<file path="config.mk">
export PLATFORM = sky130hd
export DESIGN_NAME = sapc_top
export DESIGN_NICKNAME = d
export VERILOG_FILES = /design/src/hw/sapc_pkg.sv /design/src/hw/sapc_sync2.sv /design/src/hw/sapc_top.sv
export SDC_FILE = /design/constraint.sdc
export NUM_CORES = 1
export LEC_CHECK = 0
export BUFFER_PORTS_ARGS = -buffer_cell sky130_fd_sc_hd__buf_2
export CORE_MARGIN = 10
export CORE_UTILIZATION = 53
export CTS_CLUSTER_SIZE = 25
export DETAILED_ROUTE_END_ITERATION = 12
export GPL_TIMING_DRIVEN = 0
export MAX_ROUTING_LAYER = met4
export PLACE_DENSITY = 0.85
export SYNTH_ARGS = -nofsm -noshare
export SYNTH_HDL_FRONTEND = slang
export SYNTH_SLANG_ARGS = --single-unit
</file>
<file path="constraint.sdc">
create_clock -name clk -period 2.3 [get_ports clk]
set_input_delay 0.115 -clock clk [delete_from_list [all_inputs] [get_ports clk]]
set_output_delay 0.115 -clock clk [all_outputs]
set_load 0.02 [all_outputs]
</file>
<file path="src/hw/sapc_pkg.sv">
// package: constants, register map and carrier types for the aux pin and sync control block
package sapc_pkg;

  // register index/offsets (byte addresses, one word each)
  localparam logic [7:0] SAPC_OFF_CTRL    = 8'h00;
  localparam logic [7:0] SAPC_OFF_PINCFG  = 8'h04;
  localparam logic [7:0] SAPC_OFF_STATUS  = 8'h08;
  localparam logic [7:0] SAPC_OFF_FRAMES  = 8'h0c;
  localparam logic [7:0] SAPC_OFF_BCAST   = 8'h10;

  // ctrl fields
  localparam int SAPC_CTRL_START  = 0;
  localparam int SAPC_CTRL_STOP   = 1;

  // pin config fields
  localparam int SAPC_CFG_IN2_EN  = 0;
  localparam int SAPC_CFG_IN2_FN  = 1;
  localparam int SAPC_CFG_IN3_EN  = 2;
  localparam int SAPC_CFG_IN3_FN  = 3;
  localparam int SAPC_CFG_IO0_IN  = 5;
  localparam int SAPC_CFG_IO0_FN  = 6;
  localparam int SAPC_CFG_IO1_MD  = 7;
  localparam int SAPC_CFG_IO1_FN  = 9;

  // reset values: inputs powered down, io pads as outputs
  localparam logic [9:0] SAPC_PINCFG_RST = 10'h000;
  localparam logic [1:0] SAPC_IO1_SHUTTER = 2'h0;
  localparam logic [1:0] SAPC_IO1_DAISY   = 2'h1;
  localparam logic [1:0] SAPC_IO1_INPUT   = 2'h2;

  // input function codes for a pad acting as input
  localparam logic [1:0] SAPC_FN_ADDR    = 2'h0;
  localparam logic [1:0] SAPC_FN_STANDBY = 2'h1;
  localparam logic [1:0] SAPC_FN_DAISY   = 2'h2;

  // frame timing (master clock cycles)
  localparam int SAPC_FRAME_LEN_DEF = 4000;

  typedef enum logic [2:0]
  {
    SAPC_ST_IDLE   = 3'b001,
    SAPC_ST_STREAM = 3'b010,
    SAPC_ST_DRAIN  = 3'b100
  } sapc_state_e;

  typedef struct packed
  {
    logic       wr;
    logic       rd;
    logic [7:0] addr;
    logic [31:0] wdata;
  } sapc_bus_s;

  typedef struct packed
  {
    logic [1:0] in_val;
    logic [1:0] io_in;
  } sapc_pads_s;

endpackage

</file>
<file path="src/hw/sapc_sync2.sv">
// two flip-flop synchroniser for a bundle of pad levels
`timescale 1ns/1ps
module sapc_sync2
#(
  parameter int W = 4
)
(
  // clock and reset
  input  wire logic         clk,
  input  wire logic         nrst,
  // levels
  input  wire logic [W-1:0] d,
  output logic      [W-1:0] q
);

  logic [W-1:0] meta_reg;
  logic [W-1:0] q_reg;

  always_ff @(posedge clk)
  begin
    if (!nrst)
    begin
      meta_reg <= '0;
      q_reg    <= '0;
    end
    else
    begin
      meta_reg <= d;
      q_reg    <= meta_reg;
    end
  end

  assign q = q_reg;

endmodule

</file>
<file path="src/hw/sapc_top.sv">
// aux pin function mux, shutdown reset and soft-trigger streaming control
//
// Summary of operation
// - shutdown reset is async low and stops all image data output.
// - releasing shutdown reset restores every register to its default.
// - control and status registers reachable over the serial register port.
// - both aux input pads powered down after reset until configured.
// - lower aux input selects alternate bus address or standby.
// - upper aux input takes daisy input or any lower-input function.
// - lower io pad drives flash by default, else input with lower functions.
// - upper io pad drives shutter, or daisy output, or acts as input.
// - only soft trigger and global start; no hardware trigger pin function.
// - both io pads powered up after reset, defaulting to outputs.
`timescale 1ns/1ps
module sapc_top
  import sapc_pkg::*;
#(
  parameter int FRAME_LEN = SAPC_FRAME_LEN_DEF
)
(
  // clock and resets
  input  wire logic        clk,
  input  wire logic        nrst,
  input  wire logic        shutdown_reset_n,
  // register port
  input  wire logic [7:0]  reg_addr,
  input  wire logic [31:0] reg_wdata,
  input  wire logic        reg_wr,
  input  wire logic        reg_rd,
  output logic      [31:0] reg_rdata,
  // aux input pads
  input  wire logic [1:0]  aux_inputs,
  output logic      [1:0]  aux_inputs_pwr_en,
  // aux io pads (oe low = driving)
  input  wire logic [1:0]  aux_ios_in,
  output logic      [1:0]  aux_ios_out,
  output logic      [1:0]  aux_ios_oe_n,
  output logic      [1:0]  aux_ios_pwr_en,
  // sensor side functions
  input  wire logic        flash_strobe,
  input  wire logic        shutter_sig,
  input  wire logic        daisy_out,
  output logic             daisy_in,
  output logic             alt_bus_address_select,
  output logic             standby_req,
  // image data gating
  output logic             frame_valid,
  output logic             data_out_en
);

  // ==========================================================
  // reset combine
  // ==========================================================
  // shutdown pin is async; synchronise it so registers see a clean level
  logic       sd_sync;
  logic       rst_ok;
  logic [1:0] in_s;
  logic [1:0] io_s;

  sapc_sync2 #(.W(1)) u_sd_sync
  (
    .clk  (clk),
    .nrst (nrst),
    .d    (shutdown_reset_n),
    .q    (sd_sync)
  );
  // low pin forces the combined reset at once; release waits for sync
  assign rst_ok = nrst && shutdown_reset_n && sd_sync;

  sapc_sync2 #(.W(4)) u_pad_sync
  (
    .clk  (clk),
    .nrst (rst_ok),
    .d    ({aux_inputs, aux_ios_in}),
    .q    ({in_s, io_s})
  );

  // ==========================================================
  // registers
  // ==========================================================
  logic [9:0]  pincfg_reg;
  logic        start_pend_reg;
  logic        stop_pend_reg;
  logic [15:0] frames_reg;
  logic [31:0] rdata_reg;
  sapc_state_e state_reg;
  sapc_state_e state_next;
  logic [31:0] line_cnt_reg;

  wire hit_ctrl   = reg_addr == SAPC_OFF_CTRL;
  wire hit_cfg    = reg_addr == SAPC_OFF_PINCFG;
  wire hit_stat   = reg_addr == SAPC_OFF_STATUS;
  wire hit_frames = reg_addr == SAPC_OFF_FRAMES;
  wire hit_bcast  = reg_addr == SAPC_OFF_BCAST;
  // broadcast and local writes both go through the same path and latency
  wire wr_cmd     = reg_wr && (hit_ctrl || hit_bcast);
  wire cmd_start  = wr_cmd && reg_wdata[SAPC_CTRL_START];
  wire cmd_stop   = wr_cmd && reg_wdata[SAPC_CTRL_STOP];
  wire frame_end  = line_cnt_reg == 32'(FRAME_LEN - 1);

  // ==========================================================
  // pad function decode
  // ==========================================================
  function automatic logic [2:0] fn_decode(input logic en, input logic [1:0] fn, input logic lvl);
    fn_decode = {en && fn == SAPC_FN_DAISY   && lvl,
                 en && fn == SAPC_FN_STANDBY && lvl,
                 en && fn == SAPC_FN_ADDR    && lvl};
  endfunction

  wire [1:0] in3_fn = pincfg_reg[SAPC_CFG_IN3_FN+:2];
  wire [1:0] io1_md = pincfg_reg[SAPC_CFG_IO1_MD+:2];
  wire [2:0] f_in2  = fn_decode(pincfg_reg[SAPC_CFG_IN2_EN], {1'b0, pincfg_reg[SAPC_CFG_IN2_FN]}, in_s[0]);
  wire [2:0] f_in3  = fn_decode(pincfg_reg[SAPC_CFG_IN3_EN], in3_fn, in_s[1]);
  wire [2:0] f_io0  = fn_decode(pincfg_reg[SAPC_CFG_IO0_IN], {1'b0, pincfg_reg[SAPC_CFG_IO0_FN]}, io_s[0]);
  wire [2:0] f_io1  = fn_decode(io1_md == SAPC_IO1_INPUT, {1'b0, pincfg_reg[SAPC_CFG_IO1_FN]}, io_s[1]);
  wire [2:0] f_any  = f_in2 | f_in3 | f_io0 | f_io1;

  // no trigger function exists in the decode; only soft commands start frames
  assign alt_bus_address_select = f_any[0];
  assign standby_req            = f_any[1];
  assign daisy_in               = f_any[2];

  assign aux_inputs_pwr_en = {pincfg_reg[SAPC_CFG_IN3_EN], pincfg_reg[SAPC_CFG_IN2_EN]};
  assign aux_ios_pwr_en    = 2'h3;
  assign aux_ios_oe_n      = {io1_md == SAPC_IO1_INPUT, pincfg_reg[SAPC_CFG_IO0_IN]};
  assign aux_ios_out       = {(io1_md == SAPC_IO1_DAISY) ? daisy_out : shutter_sig, flash_strobe};

  // ==========================================================
  // streaming state machine
  // ==========================================================
  always_comb
  begin
    state_next = state_reg;
    case (state_reg)
      SAPC_ST_IDLE:   if (start_pend_reg) state_next = SAPC_ST_STREAM;
      SAPC_ST_STREAM: if (stop_pend_reg) state_next = SAPC_ST_DRAIN;
      SAPC_ST_DRAIN:  if (frame_end) state_next = SAPC_ST_IDLE;
      default:        state_next = SAPC_ST_IDLE;
    endcase
  end

  assign frame_valid = state_reg != SAPC_ST_IDLE;
  assign data_out_en = frame_valid && rst_ok;

  // ==========================================================
  // clocked state
  // ==========================================================
  // pin config returns to defaults on every reset, shutdown included
  always_ff @(posedge clk)
  begin
    if (!rst_ok)
      pincfg_reg <= SAPC_PINCFG_RST;
    else if (reg_wr && hit_cfg)
      pincfg_reg <= reg_wdata[9:0];
  end

  // command strobes live one cycle; a stop seen in idle simply expires
  always_ff @(posedge clk)
  begin
    if (!rst_ok)
    begin
      start_pend_reg <= 1'b0;
      stop_pend_reg  <= 1'b0;
    end
    else
    begin
      start_pend_reg <= cmd_start;
      stop_pend_reg  <= cmd_stop;
    end
  end

  always_ff @(posedge clk)
  begin
    if (!rst_ok)
      state_reg <= SAPC_ST_IDLE;
    else
      state_reg <= state_next;
  end

  // counter runs only while frames go out; clears at each frame boundary
  wire        cnt_clr       = (state_reg == SAPC_ST_IDLE) || frame_end;
  wire [31:0] line_cnt_next = cnt_clr ? 32'h0000_0000 : line_cnt_reg + 32'h0000_0001;

  always_ff @(posedge clk)
  begin
    if (!rst_ok)
      line_cnt_reg <= 32'h0000_0000;
    else
      line_cnt_reg <= line_cnt_next;
  end

  always_ff @(posedge clk)
  begin
    if (!rst_ok)
      frames_reg <= 16'h0000;
    else if (state_reg != SAPC_ST_IDLE && frame_end)
      frames_reg <= frames_reg + 16'h0001;
  end

  // ==========================================================
  // register read port
  // ==========================================================
  wire [31:0] rd_mux = hit_cfg    ? {22'h0, pincfg_reg} :
                       hit_stat   ? {29'h0, state_reg} :
                       hit_frames ? {16'h0, frames_reg} :
                       32'h0000_0000;

  always_ff @(posedge clk)
  begin
    if (!rst_ok)
      rdata_reg <= 32'h0000_0000;
    else if (reg_rd)
      rdata_reg <= rd_mux;
    else
      rdata_reg <= 32'h0000_0000;
  end

  assign reg_rdata = rdata_reg;

endmodule

</file>
Word-level counts from Yosys, hierarchy flattened
Cells that the tools add are included.
- $add $sub $neg: 2
- $mul: 0
- div/mod/pow operators: 0
- $lt $le $gt $ge: 0
- equality and inequality tests: 16
- shift-type cells: 0
- multiplexer cells: 8
- bitwise gates (word level): 9
- reductions and logical operators: 35
- operator list (operator ; number):
    $add 32x1->32 const B ; 1
    $eq 32x12->1 const B ; 1
    $mux 10 ; 3
    $logic_and 1x1->1 ; 26
    $add 16x1->16 const B ; 1
    $eq 8x4->1 const B ; 2
    $mux 3 ; 3
    $pmux 3 s3 ; 1
    $eq 8x3->1 const B ; 1
    $eq 8x5->1 const B ; 1
    $logic_not 8->1 ; 1
    $ne 2x2->1 const B ; 3
    $not 1->1 ; 6
    $or 3x2->3 ; 2
    $reduce_or 5->1 ; 1
    $eq 2x1->1 const B ; 2
    $eq 2x2->1 const B ; 2
    $reduce_or 4->1 ; 1
    $eq 3x1->1 const B ; 1
    $eq 3x2->1 const B ; 1
    $eq 3x3->1 const B ; 1
    $ne 3x1->1 const B ; 1
    $or 2x3->3 ; 1
    $reduce_and 3->1 ; 1
    other kinds (5) ; 6
- flip-flop bits (word level): 105
- latch bits: 0
- memory bits (writable): 0
- memory bits (read-only): 0
- bits of input ports: 52
- output and inout port bits: 45
- word-level logic and storage cells: 83
- memories kept: 0

Depth between registers and ports, before layout
Gate-level depths: netlist of run 1.
- word-level depth: 6
- gate-level depth with buffers: 8
- gate-level depth less buffers: 6

Modules after synthesis
Synthesis of run 1 repeated with hierarchy kept, for this count alone.
- cell total of the unflattened synthesis: 461
- area total of the unflattened synthesis: 3988.8 µm²
- modules (own cells, without submodules) (module ; instances ; cells an instance ; area an instance (µm²) ; seq. area each (µm²)):
    sapc_top ; 1 ; 441 ; 3726.1 ; 1581.5
    sapc_sync2 at u_pad_sync ; 1 ; 16 ; 210.2 ; 160.2
    sapc_sync2 at u_sd_sync ; 1 ; 4 ; 52.6 ; 40.0

Worst setup path after synthesis of run 1
No wires, ideal clock.
- path kind: reg2reg
- start: register line_cnt_reg[0]
- end: register frames_reg[15]
- setup time: 135 ps
- arrival time: 1872 ps
- slack: 293 ps
- stages on the path, launching flop included: 8
- path buffers: 1
- period minus slack after synthesis: 2007 ps
- cell sequence: dfxtp_1 > ha_1 > and4_1 > clkbuf_1 > nand2_1 > or4_4 > o311ai_0 > o41ai_1
- cells in the longest elaborated chain, start to end: 2
- RTL lines (item ; RTL line ; RTL):
    from (decl) ; sapc_top.sv:88 ; logic [31:0] line_cnt_reg;
    from (signal assigned) ; sapc_top.sv:189 ; line_cnt_reg <= line_cnt_next;
    $eq 32x12->1 ; sapc_top.sv:99 ; wire frame_end = line_cnt_reg == 32'(FRAME_LEN - 1);
    $logic_and 1x1->1 ; sapc_top.sv:196 ; else if (state_reg != SAPC_ST_IDLE && frame_end)
    to (signal assigned) ; sapc_top.sv:197 ; frames_reg <= frames_reg + 16'h0001;
    to (decl) ; sapc_top.sv:84 ; logic [15:0] frames_reg;
No other way between the ends.
A chain may end at the register's enable or synchronous reset.

Worst setup path in the final report of run 1
- start: register state_reg[2]
- end: register frames_reg[13]
- cells in the longest elaborated chain, start to end: 2
- RTL lines (item ; RTL line ; RTL):
    from (decl) ; sapc_top.sv:86 ; sapc_state_e state_reg;
    from (signal assigned) ; sapc_top.sv:177 ; state_reg <= state_next;
    $ne 3x1->1 ; sapc_top.sv:196 ;
    $logic_and 1x1->1 ; sapc_top.sv:196 ;
No other way between the ends.

==> results of run 1 <==
## through the flow
step | utilization (%) | TNS, ps | worst slack [ps] | power, mW | instance area, sq um
floorplan | - | 0 | 293 | 1.64 | 3950
global route | 65.8 | 0 | 3.01 | 2.98 | 4720
global placement | 60.6 | -1490 | -57.4 | 1.68 | 4350
detailed placement | 60.6 | -4280 | -160 | 1.68 | 4350
CTS | 65.6 | 0 | 94.1 | 2.88 | 4710
finish | 65.8 | 0 | 69.9 | 2.88 | 4720
## worst max-delay path, stage by stage, from the launching register on
cell                      delay (ps)
sky130_fd_sc_hd__dfxtp_1         480
sky130_fd_sc_hd__nor3b_2         140
sky130_fd_sc_hd__or4b_4          580
sky130_fd_sc_hd__or4_4           480
sky130_fd_sc_hd__or3_1           340
sky130_fd_sc_hd__a21oi_1         160
## routing by layer
metal | share of wire, % | routed length (microns)
met5 | 0 | 0
met4 | 2.8 | 269
met3 | 6.7 | 644
met2 | 50 | 4830
met1 | 40 | 3880
## what timing repair did
item	4_1_cts	5_1_grt
setup buffers	1	0
hold buffers	13	0
gates cloned	0	0
pin swaps	1	1
gates resized for setup	0	6
endpoints found under the hold margin	14	0
setup endpoints to repair	33	34
## cell families after synthesis
logic type               synth area share (%)
AO/OA/AOI/OAI                            5.76
adder cells (fa/ha/maj)                 0.643
XOR/XNOR                                 9.01
other                                   0.193
AND/OR/NAND/NOR                          31.7
multiplexers                            0.547
flip-flops                               45.8
buffers and inverters                    6.34
## synthesized netlist by cell type (2+ instances only)
| master | number |
|---|---|
| sky130_fd_sc_hd__a21oi_1 | 17 |
| sky130_fd_sc_hd__a22oi_1 | 7 |
| sky130_fd_sc_hd__and2_1 | 20 |
| sky130_fd_sc_hd__and3_1 | 7 |
| sky130_fd_sc_hd__and4_1 | 5 |
| sky130_fd_sc_hd__buf_2 | 5 |
| sky130_fd_sc_hd__buf_4 | 22 |
| sky130_fd_sc_hd__clkbuf_1 | 7 |
| sky130_fd_sc_hd__conb_1 | 2 |
| sky130_fd_sc_hd__dfxtp_1 | 89 |
| sky130_fd_sc_hd__ha_1 | 2 |
| sky130_fd_sc_hd__inv_1 | 8 |
| sky130_fd_sc_hd__nand2_1 | 45 |
| sky130_fd_sc_hd__nand2b_1 | 3 |
| sky130_fd_sc_hd__nand3_1 | 22 |
| sky130_fd_sc_hd__nand4_1 | 14 |
| sky130_fd_sc_hd__nor2_1 | 70 |
| sky130_fd_sc_hd__nor2b_1 | 2 |
| sky130_fd_sc_hd__nor3_1 | 13 |
| sky130_fd_sc_hd__nor3b_1 | 3 |
| sky130_fd_sc_hd__nor4_1 | 19 |
| sky130_fd_sc_hd__nor4b_1 | 2 |
| sky130_fd_sc_hd__o21ai_0 | 5 |
| sky130_fd_sc_hd__or2_2 | 2 |
| sky130_fd_sc_hd__or3_1 | 2 |
| sky130_fd_sc_hd__or4_1 | 3 |
| sky130_fd_sc_hd__or4_4 | 2 |
| sky130_fd_sc_hd__xnor2_1 | 32 |
| sky130_fd_sc_hd__xor2_1 | 8 |
## cell type report
class                   count  area (sq um)
well taps                  99           124
flip-flops and latches     89          1780
plain buffers              32           210
fillers                   544          2450
multi-input cells         339          1930
clock buffers              12           155
clock inverters             4          73.8
inverters                   8          30.0
repair buffers             69           413
## where the power goes
part	switching [mW]	internal (mW)	leakage (nW)
combinational	0.0608	0.0597	0.908
clock	0.540	0.674	0.117
sequential	0.000774	1.54	0.717
total	0.601	2.28	1.74
## path summary, 6_finish.rpt
kind	slack, ps	to	start
worst max-delay path	70	frames_reg[13]$_SDFFE_PP0P_	state_reg[2]$_SDFFE_PP0P_
worst min-delay path	4	u_sd_sync.q$_SDFF_PN0_	nrst
worst max register to register	70	frames_reg[13]$_SDFFE_PP0P_	state_reg[2]$_SDFFE_PP0P_
worst min register to register	430	u_pad_sync.q[1]$_SDFF_PP0_	u_pad_sync.meta_reg[1]$_SDFF_PP0_
==> Implementation_results.wiki, run 1 <==
{| class="wikitable"
! Metric !! Value
|-
| YS warnings || 0
|-
| Final Wtd Congestion || 0.867
|-
| Arrival time reported for the critical path endpoint || 2520 ps
|-
| Post-detailed-placement half-perimeter wirelength || 6760 microns
|-
| Number of register bits inferred by synthesis || 89
|-
| GRT Resource Usage Total || 17.8%
|-
| Final-report hold violation count || 0
|-
| Busiest layer in global routing || met2
|-
| Final worst clock skew || 10.8 ps
|-
| Standard-cell row count || 31
|-
| Final setup violation count || 0
|-
| Core area || 7180 sq um
|-
| Via/cell ratio || 5.37
|-
| Area delta synth->final || 21.4%
|-
| Post-Layout Cell Count || 652
|-
| Average size of a mapped cell || 8.57 sq um
|-
| Maximum number of pins on one net before global-route repair || 15
|-
| Total power density per cell area || 609 nW/um^2
|-
| Unique cell type count in the Yosys netlist || 45
|-
| Proportion of layout cells with a drive suffix above 1 || 19.9%
|-
| Mapped cell area || 3890 sq um
|-
| Type of the worst setup path || register to register
|-
| IO buf count || 55
|-
| Post-layout minimum cycle time || 2230 ps
|-
| Via count of the first global-routing pass || 3537
|-
| CTS Root Buffer Type || sky130_fd_sc_hd__clkbuf_8
|-
| Number of cells on the worst reg-to-reg path || 5
|-
| Number of enable flip-flop cells after synthesis || 0
|-
| Final clock period utilization by the worst path || 97.0%
|-
| Seq/Total Area, Yosys || 45.8%
|-
| Slew of the pin with the lowest slew margin || 1130 ps
|-
| Leading cell type in the layout, fill and taps excluded || sky130_fd_sc_hd__dfxtp_1
|-
| Met1 layer usage reported by global route || 20.0%
|-
| Slew Limit Headroom || 24.3%
|-
| Top cells by area, synth || sky130_fd_sc_hd__dfxtp_1, sky130_fd_sc_hd__xnor2_1, sky130_fd_sc_hd__nor2_1
|-
| Die area || 11200 sq um
|-
| Antenna cells || 0
|-
| TritonCTS sink count || 89
|-
| Buffers from clock root to sink, at most || 2
|-
| Setup repair after global routing missed its margin || false
|-
| FFs w/ async S/R, synth || 0%
|-
| Final net count || 602
|-
| Proportion of netlist area held by the largest area contributor || 45.8%
|-
| Vias || 3500
|-
| Flip-flop count of the largest register, all copies and words added || 32
|-
| Dominant register cell in the synthesized netlist || sky130_fd_sc_hd__dfxtp_1
|-
| Result of the run || complete, no violations
|-
| Remaining DRCs || 0
|-
| Routed len/inst || 14.8 microns
|-
| Clock insertion delay at the later pin of the skew report || 360 ps
|-
| I/O pin count || 97
|-
| Worst EP required || 2590 ps
|-
| Number of instances in the placed design || 624
|-
| Met2 layer usage reported by global route || 28.8%
|-
| Iteration-0 DRC count of the detailed router || 237
|-
| Capturing element type of the critical path || register
|-
| Worst hold slack after final layout || 3.88 ps
|-
| Leakage dissipation || 1.74 nW
|-
| Starting Density || 54.2%
|-
| CTS tree || done
|-
| Worst Path Max Fanout || 7
|-
| Cell taking the most area after synthesis || sky130_fd_sc_hd__dfxtp_1
|-
| Number of clock buffers inserted by TritonCTS || 9
|-
| Clock Pin Slew Worst Setup and Hold Paths || 90 ps
|-
| Fmax || 0.448 GHz
|-
| Class of the worst hold path || primary input to register
|-
| Type of element launching the critical path || register
|-
| Detailed-route wire length || 9620 microns
|-
| Total global routing overflow || 0
|-
| DRT antenna net count || 0
|-
| CTS HTree Levels || 3
|-
| Max Slew Vio Count || 0
|-
| MaxCap Viol Count || 0
|-
| Die Height || 106 microns
|-
| Cells on Worst Hold Path || 2
|-
| Wire length of the first global-routing pass || 16300 microns
|-
| 1st-pass router iterations || 5
|-
| Peak VDD IR || 0.335 mV
|-
| Mapped Cells || 454
|-
| Most frequent cells in the layout || sky130_fd_sc_hd__dfxtp_1, sky130_fd_sc_hd__nor2_1, sky130_fd_sc_hd__buf_2
|-
| Initial antenna violation count || 0
|-
| GR Util met3 || 4.45%
|-
| Die span in x || 106 microns
|}
No activity file was read; power rests on OpenSTA's default activity.
==> run 2: changes to the inputs <==
--- a/config.mk
+++ b/config.mk
@@ -6,13 +6,15 @@
 export NUM_CORES = 1
 export LEC_CHECK = 0
 export BUFFER_PORTS_ARGS = -buffer_cell sky130_fd_sc_hd__buf_2
+export CELL_PAD_IN_SITES_DETAIL_PLACEMENT = 1
+export CELL_PAD_IN_SITES_GLOBAL_PLACEMENT = 2
 export CORE_MARGIN = 10
-export CORE_UTILIZATION = 53
+export CORE_UTILIZATION = 31
 export CTS_CLUSTER_SIZE = 25
 export DETAILED_ROUTE_END_ITERATION = 12
 export GPL_TIMING_DRIVEN = 0
 export MAX_ROUTING_LAYER = met4
-export PLACE_DENSITY = 0.85
+export PLACE_DENSITY = 0.84
 export SYNTH_ARGS = -nofsm -noshare
 export SYNTH_HDL_FRONTEND = slang
 export SYNTH_SLANG_ARGS = --single-unit
==> run 2 against run 1 <==
  * Combinational power fell by 7%
  * Core utilization fell by 26 points
  * Setup slack improved by 27 ps
  * Non-clock buffer count fell by 5
==> Implementation_results.wiki, run 2 (synthesis gave the netlist of run 1 again) <==
{| class="wikitable"
! Metric !! Value
|-
| Die span in x || 132 microns
|-
| Result of the run || complete, no violations
|-
| Final worst clock skew || 7.73 ps
|-
| IO buf count || 55
|-
| Slew Limit Headroom || 16.0%
|-
| Area delta synth->final || 24.4%
|-
| Buffers from clock root to sink, at most || 2
|-
| DRT antenna net count || 0
|-
| Cell area after layout || 4840 sq um
|-
| Post-detailed-placement half-perimeter wirelength || 7900 microns
|-
| Fraction of the core area covered by cells at the end of the flow || 39.8%
|-
| Core area || 12200 sq um
|-
| Remaining DRCs || 0
|-
| Final setup violation count || 0
|-
| Routed len/inst || 15.0 microns
|-
| Slew of the pin with the lowest slew margin || 1250 ps
|-
| Final clock period utilization by the worst path || 95.8%
|-
| Type of the worst setup path || register to register
|-
| Setup repair after global routing missed its margin || false
|-
| Most frequent cells in the layout || sky130_fd_sc_hd__dfxtp_1, sky130_fd_sc_hd__nor2_1, sky130_fd_sc_hd__buf_2
|-
| Total global routing overflow || 0
|-
| 1st-pass router iterations || 4
|-
| Via/cell ratio || 4.74
|-
| Starting Density || 32.0%
|-
| Arrival time reported for the critical path endpoint || 2470 ps
|-
| Maximum number of pins on one net before global-route repair || 15
|-
| Area of combinational cells with multiple inputs || 1940 sq um
|-
| Final Wtd Congestion || 0.778
|-
| Sequential cell area in the final layout || 1780 sq um
|-
| Initial antenna violation count || 0
|-
| Final net count || 597
|-
| Wire length of the first global-routing pass || 17700 microns
|-
| Capturing element type of the critical path || register
|-
| Standard-cell row count || 40
|-
| Fillers || 1460
|-
| Total power density per cell area || 650 nW/um^2
|-
| Final-report hold violation count || 0
|-
| Worst EP required || 2560 ps
|-
| Number of clock buffers inserted by TritonCTS || 9
|-
| Fmax || 0.454 GHz
|-
| Leading cell type in the layout, fill and taps excluded || sky130_fd_sc_hd__dfxtp_1
|-
| Clock insertion delay at the later pin of the skew report || 340 ps
|-
| Pre-CTS setup slack || -282 ps
|-
| CTS Root Buffer Type || sky130_fd_sc_hd__clkbuf_16
|-
| Vias || 3392
|-
| Worst hold slack after final layout || 13.0 ps
|-
| Worst path setup slack after routing || 96.9 ps
|-
| Power, Total || 3.14 mW
|-
| GRT Resource Usage Total || 12.5%
|-
| Leakage dissipation || 1.76 nW
|-
| Proportion of layout cells with a drive suffix above 1 || 20.5%
|-
| TritonCTS sink count || 89
|-
| Post-Place Cell Area || 4430 sq um
|-
| Die Height || 132 microns
|-
| MaxCap Viol Count || 0
|-
| Number of instances in the placed design || 693
|-
| Max Slew Vio Count || 0
|-
| Setup total negative slack || 0 ps
|-
| Antenna cells || 0
|-
| I/O pin count || 97
|-
| CTS tree || done
|-
| Via count of the first global-routing pass || 3667
|-
| Post-layout minimum cycle time || 2200 ps
|-
| Die area || 17400 sq um
|-
| Post-Layout Cell Count || 715
|-
| Iteration-0 DRC count of the detailed router || 199
|-
| CTS HTree Levels || 3
|-
| Peak VDD IR || 0.278 mV
|-
| Type of element launching the critical path || register
|-
| Flip-flop count of the largest register, all copies and words added || 32
|-
| Class of the worst hold path || primary input to register
|-
| Worst Path Max Fanout || 6
|-
| Clock Pin Slew Worst Setup and Hold Paths || 70 ps
|-
| Detailed-route wire length || 10700 microns
|-
| R2R setup slack || 100 ps
|}
==> run 2: path summary, 6_finish.rpt <==
path | from | end | cells after the start
max | state_reg[0]$_SDFFE_PP1P_ | frames_reg[11]$_SDFFE_PP0P_ | 5
min | shutdown_reset_n | u_sd_sync.meta_reg$_SDFF_PN0_ | 2
min reg2reg | u_pad_sync.meta_reg[1]$_SDFF_PP0_ | u_pad_sync.q[1]$_SDFF_PP0_ | 1
max reg2reg | state_reg[0]$_SDFFE_PP1P_ | frames_reg[11]$_SDFFE_PP0P_ | 5
==> run 2: worst max-delay path, stage by stage, from the launching register on <==
cell	delay, ps
sky130_fd_sc_hd__dfxtp_1	360
sky130_fd_sc_hd__nor3b_2	220
sky130_fd_sc_hd__or4b_4	570
sky130_fd_sc_hd__or4_4	470
sky130_fd_sc_hd__or3_1	330
sky130_fd_sc_hd__a21oi_1	170
==> run 2: repair_timing <==
item / 4_1_cts / 5_1_grt
buffers inserted: 1 / 0
hold buffers: 8 / 0
endpoints found under the setup margin: 45 / 43
endpoints found under the hold margin: 8 / 0
pin swaps: 1 / 0
gates resized for setup: 0 / 11
==> run 2: final cells by class <==
type | instances | area share, %
timing repair buffer | 64 | 7.50
inverter | 8 | 0.621
multi-input combinational | 339 | 40.2
buffer | 32 | 4.40
sequential | 89 | 36.9
clock inverter | 4 | 1.09
clock buffer | 11 | 5.02
tap | 168 | 4.35
==> run 2: per-layer routing <==
layer	global-route usage (%)	wire length, microns	vias to the layer above
met5	-	0	-
met4	5.25	184	0
met3	2.40	342	14
met2	20.1	5110	63
met1	15.0	5060	1621
li1	-	-	1694
==> run 2: power breakdown <==
group,switching (mW),internal [mW]
Clock,0.615,0.870
Combinational,0.0589,0.0541
Sequential,0.000671,1.54
